==> src/common/dscr_defines.svh <==
// Register offsets, field positions, reset values and keys of the shared control registers
`ifndef DSCR_DEFINES_SVH
`define DSCR_DEFINES_SVH

`define DSCR_NUM_CH 2
`define DSCR_ADDR_CODE0 8'h1C
`define DSCR_ADDR_CODE1 8'h19
`define DSCR_ADDR_CFG 8'h1F
`define DSCR_ADDR_TRIG 8'h20

`define DSCR_CFG_RST 16'h0FFF
`define DSCR_CODE_RST 16'h0000
`define DSCR_CODE_MID 16'h8000
`define DSCR_CFG_WLATCH 15
`define DSCR_CFG_LOCK 14
`define DSCR_CFG_ROWSEL 13
`define DSCR_CFG_INTREF 12
`define DSCR_CFG_VPD0_HI 11
`define DSCR_CFG_VPD0_LO 10
`define DSCR_CFG_IPD0 9
`define DSCR_CFG_RSVD_HI 8
`define DSCR_CFG_RSVD_LO 3
`define DSCR_CFG_RSVD_VAL 6'h3F
`define DSCR_CFG_VPD1_HI 2
`define DSCR_CFG_VPD1_LO 1
`define DSCR_CFG_IPD1 0

`define DSCR_TRIG_PW_HI 15
`define DSCR_TRIG_PW_LO 12
`define DSCR_TRIG_POR_HI 11
`define DSCR_TRIG_POR_LO 8
`define DSCR_TRIG_LOAD 7
`define DSCR_TRIG_CLR 6
`define DSCR_TRIG_DUMP 4
`define DSCR_TRIG_PROT 3
`define DSCR_TRIG_ROW 2
`define DSCR_TRIG_NVW 1
`define DSCR_TRIG_NVR 0
`define DSCR_PASSWORD 4'h5
`define DSCR_POR_KEY 4'hA

`endif

==> src/common/dscr_pkg.sv <==
// Types shared by the shared control register block
package dscr_pkg;

   typedef enum logic [1:0] {
      DSCR_VPD_UP = 2'b00,
      DSCR_VPD_10K = 2'b01,
      DSCR_VPD_100K = 2'b10,
      DSCR_VPD_HIZ = 2'b11
   } dscr_vpd_t;

   typedef struct packed {
      logic [7:0] addr;
      logic [15:0] wdata;
      logic wr;
      logic rd;
   } dscr_req_t;

   typedef struct packed {
      logic sync_load;
      logic clear;
      logic fault_dump;
      logic protect;
      logic row_read;
      logic nv_write;
      logic nv_reload;
   } dscr_action_t;

   typedef struct packed {
      logic window_latch_select;
      logic register_lock_bit;
      logic dump_row_select;
      logic int_ref_enable;
      dscr_vpd_t [1:0] voltage_out_powerdown;
      logic [1:0] current_out_powerdown;
   } dscr_cfg_t;

   typedef struct packed {
      logic [15:0] cfg;
      logic [1:0][15:0] code;
   } dscr_nv_image_t;

endpackage : dscr_pkg

==> src/hw/dscr_chan.sv <==
// One channel: output code register and the code that drives the converter
`timescale 1ns/10ps
`include "dscr_defines.svh"
module dscr_chan #(
   parameter int CODE_BITS = 12
) (
   input wire logic clk,
   input wire logic rst_n,
   input wire logic soft_por,
   input wire logic wr_en,
   input wire logic [15:0] wdata,
   input wire logic sync_sel,
   input wire logic load_pulse,
   input wire logic clr_pulse,
   input wire logic clr_mid,
   input wire logic nv_load,
   input wire logic [15:0] nv_code,
   output logic [15:0] code_rd,
   output logic [15:0] out_code
);
   localparam int PAD = 16 - CODE_BITS;
   logic [CODE_BITS-1:0] code_ff;
   logic [CODE_BITS-1:0] nxt_code;
   logic [CODE_BITS-1:0] out_ff;
   logic [CODE_BITS-1:0] nxt_out;
   logic [15:0] clr_val;

   assign clr_val = clr_mid ? `DSCR_CODE_MID : `DSCR_CODE_RST;

   always_comb begin
      nxt_code = code_ff;
      nxt_out = out_ff;
      if (soft_por) begin
         nxt_code = '0;
         nxt_out = '0;
      end else if (clr_pulse) begin
         nxt_code = clr_val[15 -: CODE_BITS];
         nxt_out = clr_val[15 -: CODE_BITS];
      end else if (nv_load) begin
         nxt_code = nv_code[15 -: CODE_BITS];
         nxt_out = nv_code[15 -: CODE_BITS];
      end else if (wr_en) begin
         // Low bits below the code width are dropped
         nxt_code = wdata[15 -: CODE_BITS];
         if (!sync_sel) begin
            nxt_out = wdata[15 -: CODE_BITS];
         end
      end else if (load_pulse && sync_sel) begin
         nxt_out = code_ff;
      end
   end

   always_ff @(posedge clk or negedge rst_n) begin
      if (!rst_n) begin
         code_ff <= '0;
         out_ff <= '0;
      end else begin
         code_ff <= nxt_code;
         out_ff <= nxt_out;
      end
   end

   assign code_rd = {code_ff, {PAD{1'b0}}};
   assign out_code = {out_ff, {PAD{1'b0}}};

endmodule : dscr_chan

==> src/hw/dscr_trig.sv <==
// Shared action register: password, reset key and self-clearing commands
`timescale 1ns/10ps
`include "dscr_defines.svh"
module dscr_trig (
   input wire logic clk,
   input wire logic rst_n,
   input wire logic soft_por,
   input wire logic wr_en,
   input wire logic [15:0] wdata,
   input wire logic locked,
   input wire logic unlock_now,
   output dscr_pkg::dscr_action_t act,
   output logic por_pulse,
   output logic pw_ok,
   output logic [15:0] rdata
);
   logic [3:0] pw_ff;
   logic [3:0] nxt_pw;
   dscr_pkg::dscr_action_t act_ff;
   dscr_pkg::dscr_action_t nxt_act;
   logic por_ff;
   logic nxt_por;
   logic wr_open;

   assign wr_open = wr_en && !locked;
   assign nxt_pw = soft_por ? 4'h0 : unlock_now ? 4'h0 : wr_en ? wdata[`DSCR_TRIG_PW_HI:`DSCR_TRIG_PW_LO] : pw_ff;
   assign nxt_por = wr_open && (wdata[`DSCR_TRIG_POR_HI:`DSCR_TRIG_POR_LO] == `DSCR_POR_KEY);

   // Each command bit lives exactly one cycle, which is its launch pulse
   always_comb begin
      nxt_act = '0;
      if (wr_open && !soft_por) begin
         nxt_act.sync_load = wdata[`DSCR_TRIG_LOAD];
         nxt_act.clear = wdata[`DSCR_TRIG_CLR];
         nxt_act.fault_dump = wdata[`DSCR_TRIG_DUMP];
         nxt_act.protect = wdata[`DSCR_TRIG_PROT];
         nxt_act.row_read = wdata[`DSCR_TRIG_ROW];
         nxt_act.nv_write = wdata[`DSCR_TRIG_NVW];
         nxt_act.nv_reload = wdata[`DSCR_TRIG_NVR];
      end
   end

   always_ff @(posedge clk or negedge rst_n) begin
      if (!rst_n) begin
         pw_ff <= 4'h0;
         act_ff <= '0;
         por_ff <= 1'b0;
      end else begin
         pw_ff <= nxt_pw;
         act_ff <= nxt_act;
         por_ff <= nxt_por;
      end
   end

   assign act = act_ff;
   assign por_pulse = por_ff;
   assign pw_ok = (pw_ff == `DSCR_PASSWORD);
   // Reset key field always reads zero
   assign rdata = {pw_ff, 4'h0, act_ff.sync_load, act_ff.clear, 1'b0, act_ff.fault_dump,
                   act_ff.protect, act_ff.row_read, act_ff.nv_write, act_ff.nv_reload};

endmodule : dscr_trig

==> src/hw/dscr_top.sv <==
// Shared control registers of a dual-channel converter: codes, configuration and actions
//
// Overview of operation
// - Channel code is unsigned binary, MSB at bit 15; unused low bits ignored.
// - Configuration bit 15 selects non-latching or latching window comparator output.
// - Lock bit 14 set blocks host writes to every register except the action password field and the unlock write.
// - Unlock needs password 0101 in action bits 15-12, then lock written zero.
// - Configuration bit 13 picks fault-dump row 0x00 or 0x01.
// - Voltage power-down fields 00 up to 11 high-Z; current bits 1 down.
// - Writing 1010 to action bits 11-8 fires a full reset; field reads zero.
// - Action bit 7 loads each channel with sync select set, then clears.
// - Action bit 6 forces codes to zero or mid per channel, then clears.
// - Action bit 4 starts the fault-dump sequence and clears itself.
// - Action bit 3 invokes the protect function and clears itself.
// - Action bit 2 reads one nonvolatile row for fault dump, then clears.
// - Action bit 1 starts nonvolatile programming and clears itself.
// - Action bit 0 reloads stored nonvolatile contents into registers, then clears.
// - Configuration resets to 0x0FFF; bits 8-3 read back their reset pattern.
`timescale 1ns/10ps
`include "dscr_defines.svh"
module dscr_top #(
   parameter int CODE_BITS = 12
) (
   input wire logic clk,
   input wire logic resetn,
   input dscr_pkg::dscr_req_t req,
   input wire logic [1:0] sync_load_select,
   input wire logic [1:0] clear_level_select,
   input wire logic nv_load_valid,
   input dscr_pkg::dscr_nv_image_t nv_image,
   output logic [15:0] reg_rdata,
   output logic reg_rvalid,
   output dscr_pkg::dscr_cfg_t cfg,
   output logic [1:0][15:0] out_code,
   output dscr_pkg::dscr_action_t action,
   output logic soft_por
);
   // Reset release through two flip-flops
   logic rst_s1_ff;
   logic rst_n;

   always_ff @(posedge clk or negedge resetn) begin
      if (!resetn) begin
         rst_s1_ff <= 1'b0;
         rst_n <= 1'b0;
      end else begin
         rst_s1_ff <= 1'b1;
         rst_n <= rst_s1_ff;
      end
   end

   // Address decode
   wire sel_cfg = (req.addr == `DSCR_ADDR_CFG);
   wire sel_trig = (req.addr == `DSCR_ADDR_TRIG);
   wire sel_code0 = (req.addr == `DSCR_ADDR_CODE0);
   wire sel_code1 = (req.addr == `DSCR_ADDR_CODE1);
   wire [1:0] sel_code = {sel_code1, sel_code0};
   wire wr_cfg = req.wr && sel_cfg;
   wire wr_trig = req.wr && sel_trig;

   logic [15:0] cfg_ff;
   logic [15:0] nxt_cfg;
   logic por_pulse;
   logic pw_ok;
   logic [15:0] trig_rd;
   dscr_pkg::dscr_action_t act;
   logic [1:0][15:0] code_rd;
   logic [1:0][15:0] code_out;

   wire locked = cfg_ff[`DSCR_CFG_LOCK];
   wire unlock_now = wr_cfg && locked && pw_ok && !req.wdata[`DSCR_CFG_LOCK];
   wire [15:0] cfg_wr_val = {req.wdata[15:`DSCR_CFG_RSVD_HI+1], `DSCR_CFG_RSVD_VAL,
                             req.wdata[`DSCR_CFG_RSVD_LO-1:0]};

   // Configuration register; reload from storage overrides a host write in the same cycle
   always_comb begin
      nxt_cfg = cfg_ff;
      if (por_pulse) begin
         nxt_cfg = `DSCR_CFG_RST;
      end else if (nv_load_valid) begin
         nxt_cfg = {nv_image.cfg[15:`DSCR_CFG_RSVD_HI+1], `DSCR_CFG_RSVD_VAL,
                    nv_image.cfg[`DSCR_CFG_RSVD_LO-1:0]};
      end else if (wr_cfg && !locked) begin
         nxt_cfg = cfg_wr_val;
      end else if (unlock_now) begin
         // Only the lock bit moves; a locked write with lock still set changes nothing
         nxt_cfg[`DSCR_CFG_LOCK] = 1'b0;
      end
   end

   always_ff @(posedge clk or negedge rst_n) begin
      if (!rst_n) begin
         cfg_ff <= `DSCR_CFG_RST;
      end else begin
         cfg_ff <= nxt_cfg;
      end
   end

   // Field view of the configuration
   assign cfg.window_latch_select = cfg_ff[`DSCR_CFG_WLATCH];
   assign cfg.register_lock_bit = cfg_ff[`DSCR_CFG_LOCK];
   assign cfg.dump_row_select = cfg_ff[`DSCR_CFG_ROWSEL];
   assign cfg.int_ref_enable = cfg_ff[`DSCR_CFG_INTREF];
   assign cfg.voltage_out_powerdown[0] = dscr_pkg::dscr_vpd_t'(cfg_ff[`DSCR_CFG_VPD0_HI:`DSCR_CFG_VPD0_LO]);
   assign cfg.voltage_out_powerdown[1] = dscr_pkg::dscr_vpd_t'(cfg_ff[`DSCR_CFG_VPD1_HI:`DSCR_CFG_VPD1_LO]);
   assign cfg.current_out_powerdown = {cfg_ff[`DSCR_CFG_IPD1], cfg_ff[`DSCR_CFG_IPD0]};

   dscr_trig u_trig (
      .clk(clk),
      .rst_n(rst_n),
      .soft_por(por_pulse),
      .wr_en(wr_trig),
      .wdata(req.wdata),
      .locked(locked),
      .unlock_now(unlock_now),
      .act(act),
      .por_pulse(por_pulse),
      .pw_ok(pw_ok),
      .rdata(trig_rd)
   );

   assign action = act;
   assign soft_por = por_pulse;

   genvar ch;
   generate
      for (ch = 0; ch < `DSCR_NUM_CH; ch++) begin : g_ch
         dscr_chan #(
            .CODE_BITS(CODE_BITS)
         ) u_chan (
            .clk(clk),
            .rst_n(rst_n),
            .soft_por(por_pulse),
            .wr_en(req.wr && sel_code[ch] && !locked),
            .wdata(req.wdata),
            .sync_sel(sync_load_select[ch]),
            .load_pulse(act.sync_load),
            .clr_pulse(act.clear),
            .clr_mid(clear_level_select[ch]),
            .nv_load(nv_load_valid),
            .nv_code(nv_image.code[ch]),
            .code_rd(code_rd[ch]),
            .out_code(code_out[ch])
         );
      end
   endgenerate

   assign out_code = code_out;

   // Read data is registered; unmapped offsets read zero
   wire [15:0] rd_mux = sel_cfg ? cfg_ff :
                        sel_trig ? trig_rd :
                        sel_code0 ? code_rd[0] :
                        sel_code1 ? code_rd[1] : 16'h0000;
   logic [15:0] rdata_ff;
   logic rvalid_ff;

   always_ff @(posedge clk or negedge rst_n) begin
      if (!rst_n) begin
         rdata_ff <= 16'h0000;
         rvalid_ff <= 1'b0;
      end else begin
         rdata_ff <= req.rd ? rd_mux : rdata_ff;
         rvalid_ff <= req.rd;
      end
   end

   assign reg_rdata = rdata_ff;
   assign reg_rvalid = rvalid_ff;

endmodule : dscr_top

==> config.mk <==
export PLATFORM = sky130hd
export DESIGN_NAME = dscr_top
export DESIGN_NICKNAME = d
export VERILOG_FILES = /design/src/common/dscr_pkg.sv /design/src/hw/dscr_chan.sv /design/src/hw/dscr_trig.sv /design/src/hw/dscr_top.sv
export VERILOG_INCLUDE_DIRS = /design/src /design/src/common
export SDC_FILE = /design/constraint.sdc
export NUM_CORES = 1
export LEC_CHECK = 0
export ABC_AREA = 1
export CORE_MARGIN = 2
export CORE_UTILIZATION = 69
export CTS_CLUSTER_SIZE = 8
export DETAILED_ROUTE_END_ITERATION = 10
export DONT_BUFFER_PORTS = 1
export PLACE_DENSITY = 0.85
export SKIP_CTS_REPAIR_TIMING = 1
export SLEW_MARGIN = 10
export SYNTH_ARGS = -nofsm -noshare
export SYNTH_HDL_FRONTEND = slang
export SYNTH_SLANG_ARGS = --single-unit
==> constraint.sdc <==
create_clock -name clk -period 4.9 [get_ports clk]
set_clock_uncertainty 0.2 [all_clocks]
set_input_delay 0.49 -clock clk [delete_from_list [all_inputs] [get_ports clk]]
set_output_delay 0.49 -clock clk [all_outputs]
set_load 0.1 [all_outputs]
### After elaboration in Yosys (flattened, before gate mapping)

Cells that the tools add are included.

* memory bits (writable): 0
* bits in registers: 95
* bits in latches: 0
* output and inout port bits: 67
* memories kept: 0
* ROM bits: 0
* bits of input ports: 81

* multiply operators: 0
* shift operators: 0
* mux-type cells: 36
* bitwise logic cells: 0
* divide/modulo/power cells: 0
* equality and inequality tests: 8
* reductions and logical operators: 27
* magnitude comparators: 0
* add/sub/neg operators: 0

Operators by type and width (count)
* $mux 12: 20
* $mux 16: 8
* $eq 8x5->1 const B: 3
* $logic_and 1x1->1: 15
* $mux 14: 1
* $mux 4: 3
* $reduce_bool 4->1: 3
* $ne 5x5->1 const B: 2
* $reduce_bool 5->1: 2
* $eq 8x6->1 const B: 1
* $mux 7: 1
* $reduce_bool 3->1: 2
* $eq 4x3->1 const B: 1
* $eq 4x4->1 const B: 1
* $reduce_and 2->1: 2
* $logic_not 1->1: 3
* $mux 1: 3

### Logic depth before layout (Yosys ltp)

Gate-level depths: netlist (run 1).

* word-level depth: 9
* mapped depth: 10
* mapped depth without buffers: 9

### By module

From an unflattened synthesis (run 1), not the netlist that was laid out.

* cells, all modules: 679
* area, all modules: 4929.7 um2

Modules (own cells, without submodules)
* dscr_chan: cells each 162, sequential area each 600.6 um2, times used 2, area each 1228.7 um2
* dscr_top: cells each 284, sequential area each 733.2 um2, times used 1, area each 1891.8 um2
* dscr_trig: cells each 71, sequential area each 300.3 um2, times used 1, area each 580.6 um2

### Worst setup path after synthesis (run 1)

OpenSTA, ideal clock, no wires.

* path type: register to register
* start point: register u_trig.por_ff, in the netlist u_trig.por_pulse
* end point: register g_ch[1].u_chan.out_ff[10]
* clock period less this slack: 2105 ps
* stages on the path, launching flop included: 9
* data arrival time: 1784 ps
* setup slack: 2795 ps
* setup time: 121 ps
* required time: 4579 ps
* buffers on the path: 2
* path through: dfrtp_1 buf_6 nor3_4 nand2_2 buf_6 nand2_1 nand2_2 nand2_1 nand2_1

* cells in the longest elaborated chain, start to end: 2

Ends and longest elaborated chain
* start, declared: RTL line dscr_trig.sv:21 `logic por_ff;`
* start signal, assigned: RTL line dscr_trig.sv:51 `por_ff <= nxt_por;`
* $ne 5x5->1 (no line) or $reduce_bool 5->1 (tied branches)
* $reduce_and 2->1 (no line)
* end signal, assigned: RTL line dscr_chan.sv:59 `out_ff <= nxt_out;`
* end, declared: RTL line dscr_chan.sv:24 `logic [CODE_BITS-1:0] out_ff;`

Parallel ways exist; a longest one is shown, timed or not.
A chain may end at the register's enable or synchronous reset.

### Worst setup path in the final report (run 1)

* start point: register u_trig.act_ff (netlist bit u_trig.act[5])
* end point: register g_ch[1].u_chan.out_ff[7]

* cells in the longest elaborated chain, start to end: 2

Ends and longest elaborated chain
* start, declared: RTL line dscr_trig.sv:19 `dscr_pkg::dscr_action_t act_ff;`
* start signal, assigned: RTL line dscr_trig.sv:50 `act_ff <= nxt_act;`
* $ne 5x5->1 (no line) (tied with other cells)
* $reduce_and 2->1 (no line) or $mux 12 (tied branches)

Parallel ways exist; a longest one is shown, timed or not.

==> flow_metrics.tcl, run 1 <==
set metrics [dict create \
    htreeDepth 3 \
    synth_cells 654 \
    io_pins 148 \
    leakagePower_nw 2.634 \
    slowest_delay_ps 1020 \
    antenna_found_initial 0 \
    drv_cap 0 \
    share_comb_of_total_power_pct 10.5 \
    track_usage_pct 36.07 \
    synth_compound_area_share_pct 3.278 \
    cts.sinks 89 \
    yosys_warnings 0 \
    areaGrowthSynthToFinish_pct 0.7545 \
    synth_mux_area_share_pct 0 \
    synth.distinct_cells 27 \
    path_common_cell "nand2_1" \
    fin_crit_ps 2934 \
    peakVddDrop_mv 0.2296 \
    relSlewSlack_pct 23.57 \
    numCtsBuffers 9 \
    synth-edff-count 0 \
    gp_congestion 0.9695 \
    drt_pre_antenna_iters 6 \
    grt_overflow 0 \
    grt_pass1_wl_um 20700 \
    synth_area_um2 4810 \
    share_seq_of_total_power_pct 61.9 \
    ys_ff_latch 89 \
    drtIter0Drc 549 \
    fmax_mhz 340.9 \
    endpoint_kind "flip-flop" \
    cts_root_buf "clkbuf_8" \
    maxSlewViolCount 0 \
    synth.cells.most_frequent "nand2_1 (257), nand3_1 (88), dfrtp_1 (83)" \
    rows 30 \
    grt_max_degree 88 \
    tritoncts "done" \
    powerDensity_nw_per_um2 379.9 \
    vias_per_cell 6.277 \
    post-route-drc-count 0 \
    p_int_mw 1.088 \
    p_switching_uw 753.1 \
    fin_crit_sh_pct 59.87 \
    start_util_pct 71.19 \
    die_y_um 87.49 \
    whs_ps 16.54 \
    worstMarginPinSlew_ps 1147 \
    synth_top_family_by_area "simple AND/OR/NAND/NOR gates" \
    final_util_pct 71.72 \
    vias 4488 \
    grt_setup_unrepaired "no" \
    synth_ff_type "dfrtp_1" \
    crit_chain "nor3_4, nand2_2, nand2_1, nand2_2, nand2_1, nand2_1" \
    clock_path_buffers 2 \
    synth-xor-area-share_pct 0 \
    async_reset_ff_share_pct 100.0 \
    synth-simple-area-share_pct 40.97 \
    worstPathMaxFanout 26 \
    nNetsFinal 711 \
    seq_area_frac_synth_pct 46.46 \
    core_um2 6756 \
    cpMaxStageDelayCell "nor3_4" \
    synth_top_area_share_pct 43.18 \
    routed_wl_um 13410 \
    synth.most_common_cell "nand2_1" \
    p_total_mw 1.841 \
    clock_power_share_pct 27.6 \
    switching_share_pct 40.91 \
    numPortBuffers 0 \
    antenna_left 0 \
    hold_viol 0 \
    die_w_um 87.49 \
    dp_hpwl_um 9525 \
    drive_above_1_share_pct 10.39 \
    clk_pin_slew_ps 100 \
    worstHoldPathType "input port to flip-flop" \
    startpoint_type "flip-flop" \
    syn_avg_cell_area_um2 7.354 \
    cp.arrival_ps 2990 \
    finalSetupViolCount 0 \
    ys_top_cells_by_area "dfrtp_1 (43%), nand2_1 (20%), nand3_1 (9.2%)" \
    synthAdderAreaFrac_pct 0 \
    synth_top_cell_by_area "dfrtp_1" \
    clock_latency_ps 360 \
    tns_ps 0 \
    grt_pass1_vias 4143 \
    die-area_um2 7655 \
    num-fill-cells 568 \
    insertedDiodeCount 0 \
    wl_per_cell_um 18.76 \
    outcome "completed" \
    worstSetupPathType "flip-flop to flip-flop" \
    cp.required_ps 4960 \
]
-- cells by family (layout without fill, tap and decap cells) --
family / Yosys count / count (layout)
buffers and inverters: 79 / 53
AO/OA/AOI/OAI: 30 / 30
other: 2 / 9
AND/OR/NAND/NOR: 454 / 454
flip-flops: 89 / 89
-- power by group through the flow --
| stage | Combinational, mW | Sequential, mW | Clock (mW) |
|---|---|---|---|
| after CTS | 0.189 | 1.14 | 0.504 |
| after global placement | 0.179 | 1.15 | 0 |
| final | 0.193 | 1.14 | 0.509 |
| after detailed placement | 0.187 | 1.15 | 0 |
| after global routing | 0.216 | 1.15 | 0.536 |
| after floorplan | 0.180 | 1.13 | 0 |
-- area by class of cell --
| type | instances | area, um^2 | share of cell area, % |
|---|---|---|---|
| sequential | 89 | 2240 | 46.22 |
| clock buffer | 11 | 131.4 | 2.711 |
| tap | 80 | 100.1 | 2.066 |
| clock inverter | 5 | 57.56 | 1.188 |
| timing repair buffer | 3 | 27.53 | 0.5680 |
| inverter | 34 | 127.6 | 2.634 |
| multi-input combinational | 493 | 2162 | 44.62 |
-- metal layers --
metal | vias up | wire (um) | track usage, % | part of all wire, %
met1 | 2126 | 5008 | 46.92 | 37
met5 | - | 0 | 0 | 0
met4 | 0 | 650 | 19.86 | 4.8
met2 | 328 | 6251 | 56.27 | 47
met3 | 56 | 1503 | 7.583 | 11
li1 | 1978 | - | - | -
-- cell usage in the layout (no fill, tap or decap), types with 5 or more instances in the layout --
master / n
a21oi_1: 14
dfstp_2: 6
conb_1: 9
inv_2: 7
nor3_1: 5
clkbuf_8: 9
nand3_1: 88
inv_1: 26
o21ai_0: 8
dfrtp_1: 81
nand2_2: 22
nor2_1: 67
nand2_1: 257
-- critical path: cells and delay by family, from the launching register on --
kind | cells | cell delay, ps
flops | 1 | 830
simple gates | 6 | 1770
-- flip-flops by register name, summed over array words and instances (netlist names) --
name and flops:
g_ch.u_chan.code_ff 24, reg_rvalid 1, reg_rdata 16, u_trig.act 7, u_trig.pw_ff 4, rst_s1_ff 1, g_ch.u_chan.out_ff 24, u_trig.por_pulse 1
rst_n 1, cfg_ff 10
-- stage by stage --
stage / area (um^2) / setup slack [ps] / std cells
after CTS: 4826 / 2035 / 713
final: 4846 / 1966 / 715
after floorplan: 4836 / 2048 / 661
after global placement: 4637 / 2129 / 697
after global routing: 4846 / 1813 / 715
after detailed placement: 4637 / 2051 / 697
-- worst paths after layout --
check | startpoint | end | slack [ps] | cells past startpoint
max | u_trig.act[5] | g_ch[1].u_chan.out_ff[7] | 1970 | 6
min | req[5] | u_trig.act[3] | 20 | 2
max reg2reg | u_trig.act[5] | g_ch[1].u_chan.out_ff[7] | 1970 | 6
min reg2reg | rst_s1_ff | rst_n | 160 | 0
max in group asynchronous | rst_n | u_trig.por_pulse | 3390 | 0
min in group asynchronous | resetn | rst_n | 150 | 1
Power figures use the tool's default switching activity.
==> run 2, diff against run 1 <==
Settings changed: CORE_UTILIZATION 69 to 64, PLACE_DENSITY 0.85 to 0.8.
Clock period 4.9 ns to 3 ns, I/O delays scaled along.
==> flow_metrics.tcl, run 2 (synthesized netlist as in run 1, its figures left out) <==
set metrics [dict create \
    htreeDepth 3 \
    relSlewSlack_pct 37.20 \
    die_w_um 90.69 \
    fin_crit_ps 2345 \
    vias_per_cell 5.862 \
    die_y_um 90.69 \
    tritoncts "done" \
    layout_commonest_cell "nand2_1" \
    p_total_mw 3.197 \
    r2r_cells 6 \
    post-route-drc-count 0 \
    rr_endpoint "g_ch[1].u_chan.out_ff[7]" \
    grt_max_degree 53 \
    whs_ps -26.30 \
    slowest_delay_ps 810 \
    core_um2 7253 \
    crit_chain "nor2_1, nand3_1, nand4_2, nand2_2, nand2_1, nand2_1" \
    hold_viol 4 \
    leakagePower_nw 2.770 \
    cts_root_buf "clkbuf_8" \
    start_util_pct 66.31 \
    grt_overflow 0 \
    rows 31 \
    clock_power_share_pct 31.1 \
    share_seq_of_total_power_pct 56.6 \
    io_pins 148 \
    cp.arrival_ps 2450 \
    startpoint_type "flip-flop" \
    switching_share_pct 38.41 \
    finalSetupViolCount 0 \
    peakVddDrop_mv 0.3565 \
    outcome "finished with violations" \
    dp_hpwl_um 9399 \
    fmax_mhz 426.5 \
    tns_ps 0 \
    cts.sinks 89 \
    fin_crit_sh_pct 78.16 \
    wl_per_cell_um 17.64 \
    layout_common_cells "nand2_1 (257), nand3_1 (88), dfrtp_1 (81)" \
    routed_wl_um 13410 \
    clk_pin_slew_ps 90 \
    worstHoldPathType "input port to flip-flop" \
    areaGrowthSynthToFinish_pct 7.154 \
    cp-endpoint "g_ch[1].u_chan.out_ff[7]" \
    num-fill-cells 589 \
    insertedDiodeCount 0 \
    clock_path_buffers 2 \
    nNetsFinal 737 \
    endpoint_kind "flip-flop" \
    grt_pass1_vias 4222 \
    die-area_um2 8225 \
    numCtsBuffers 9 \
    violations "negative hold slack" \
    grt_setup_unrepaired "no" \
    numPortBuffers 0 \
    drtIter0Drc 538 \
    drv_cap 0 \
    drive_above_1_share_pct 11.50 \
    ff2ff_setup_slack_ps 660 \
    worstPathMaxFanout 34 \
    cpMaxStageDelayCell "dfrtp_2" \
    rr_startpoint "u_trig.por_pulse" \
    startpoint "u_trig.por_pulse" \
    worstMarginPinSlew_ps 942.0 \
    clock_latency_ps 360 \
    final_util_pct 71.05 \
    grt_pass1_wl_um 21100 \
    path_common_cell "nand2_1" \
    maxSlewViolCount 0 \
    track_usage_pct 32.79 \
    drt_pre_antenna_iters 6 \
    share_comb_of_total_power_pct 12.3 \
    antenna_left 0 \
    vias 4455 \
    powerDensity_nw_per_um2 620.4 \
    worstSetupPathType "flip-flop to flip-flop" \
    p_switching_mw 1.228 \
    setup_ws_ps 655.2 \
    gp_congestion 0.9824 \
    cp.required_ps 3100 \
    antenna_found_initial 0 \
    p_int_mw 1.969 \
    dp_slack_ps 717.6 \
]
-- run 2: worst min-delay path by stage --
stage / start / to / slack, ps / depth (start not counted)
after floorplan: resetn / rst_n / -200 / 0
after global placement: resetn / rst_s1_ff / -200 / 0
after detailed placement: resetn / rst_s1_ff / -200 / 0
after CTS: resetn / rst_n / -580 / 0
after global routing: nv_load_valid / cfg_ff[14] / 1 / 4
final: req[16] / u_trig.pw_ff[2] / -30 / 4
-- run 2: stage by stage --
| step | cells | instance area [um^2] |
|---|---|---|
| 2_1_floorplan | 661 | 4836 |
| 3_3_place_gp | 726 | 4736 |
| 3_5_place_dp | 726 | 4736 |
| 4_1_cts | 742 | 4974 |
| 5_1_grt | 760 | 5154 |
| 6_report | 760 | 5154 |
-- run 2: area by class of cell --
type	instances	area [um^2]	share of cell area, %
repair buffers	29	262.8	5.098
flip-flops and latches	89	2240	43.46
multi-input cells	493	2162	41.95
inverters	34	127.6	2.476
clock inverters	5	106.4	2.064
clock buffers	11	131.4	2.549
well taps	99	123.9	2.404
-- run 2: per-layer routing --
metal	vias up	part of all wire (%)	wire, um	GRT usage, %
met3	63	12	1588	9.850
met1	2058	38	5109	42.04
met5	-	0	0	0
li1	2032	-	-	-
met2	302	46	6135	51.74
met4	0	4.3	575	14.23
-- run 2: power groups by stage --
stage | Clock (mW) | Sequential (mW) | Combinational, mW
3_5_place_dp | 0 | 1.83 | 0.365
5_1_grt | 1.04 | 1.82 | 0.438
6_report | 0.996 | 1.81 | 0.392
4_1_cts | 0.990 | 1.81 | 0.368
3_3_place_gp | 0 | 1.83 | 0.356
2_1_floorplan | 0 | 1.85 | 0.294
-- run 2: critical path, delay by kind of cell (launching register included) --
kind / cells / cell delay [ps]
simple gates: 6 / 1260
flops: 1 / 810
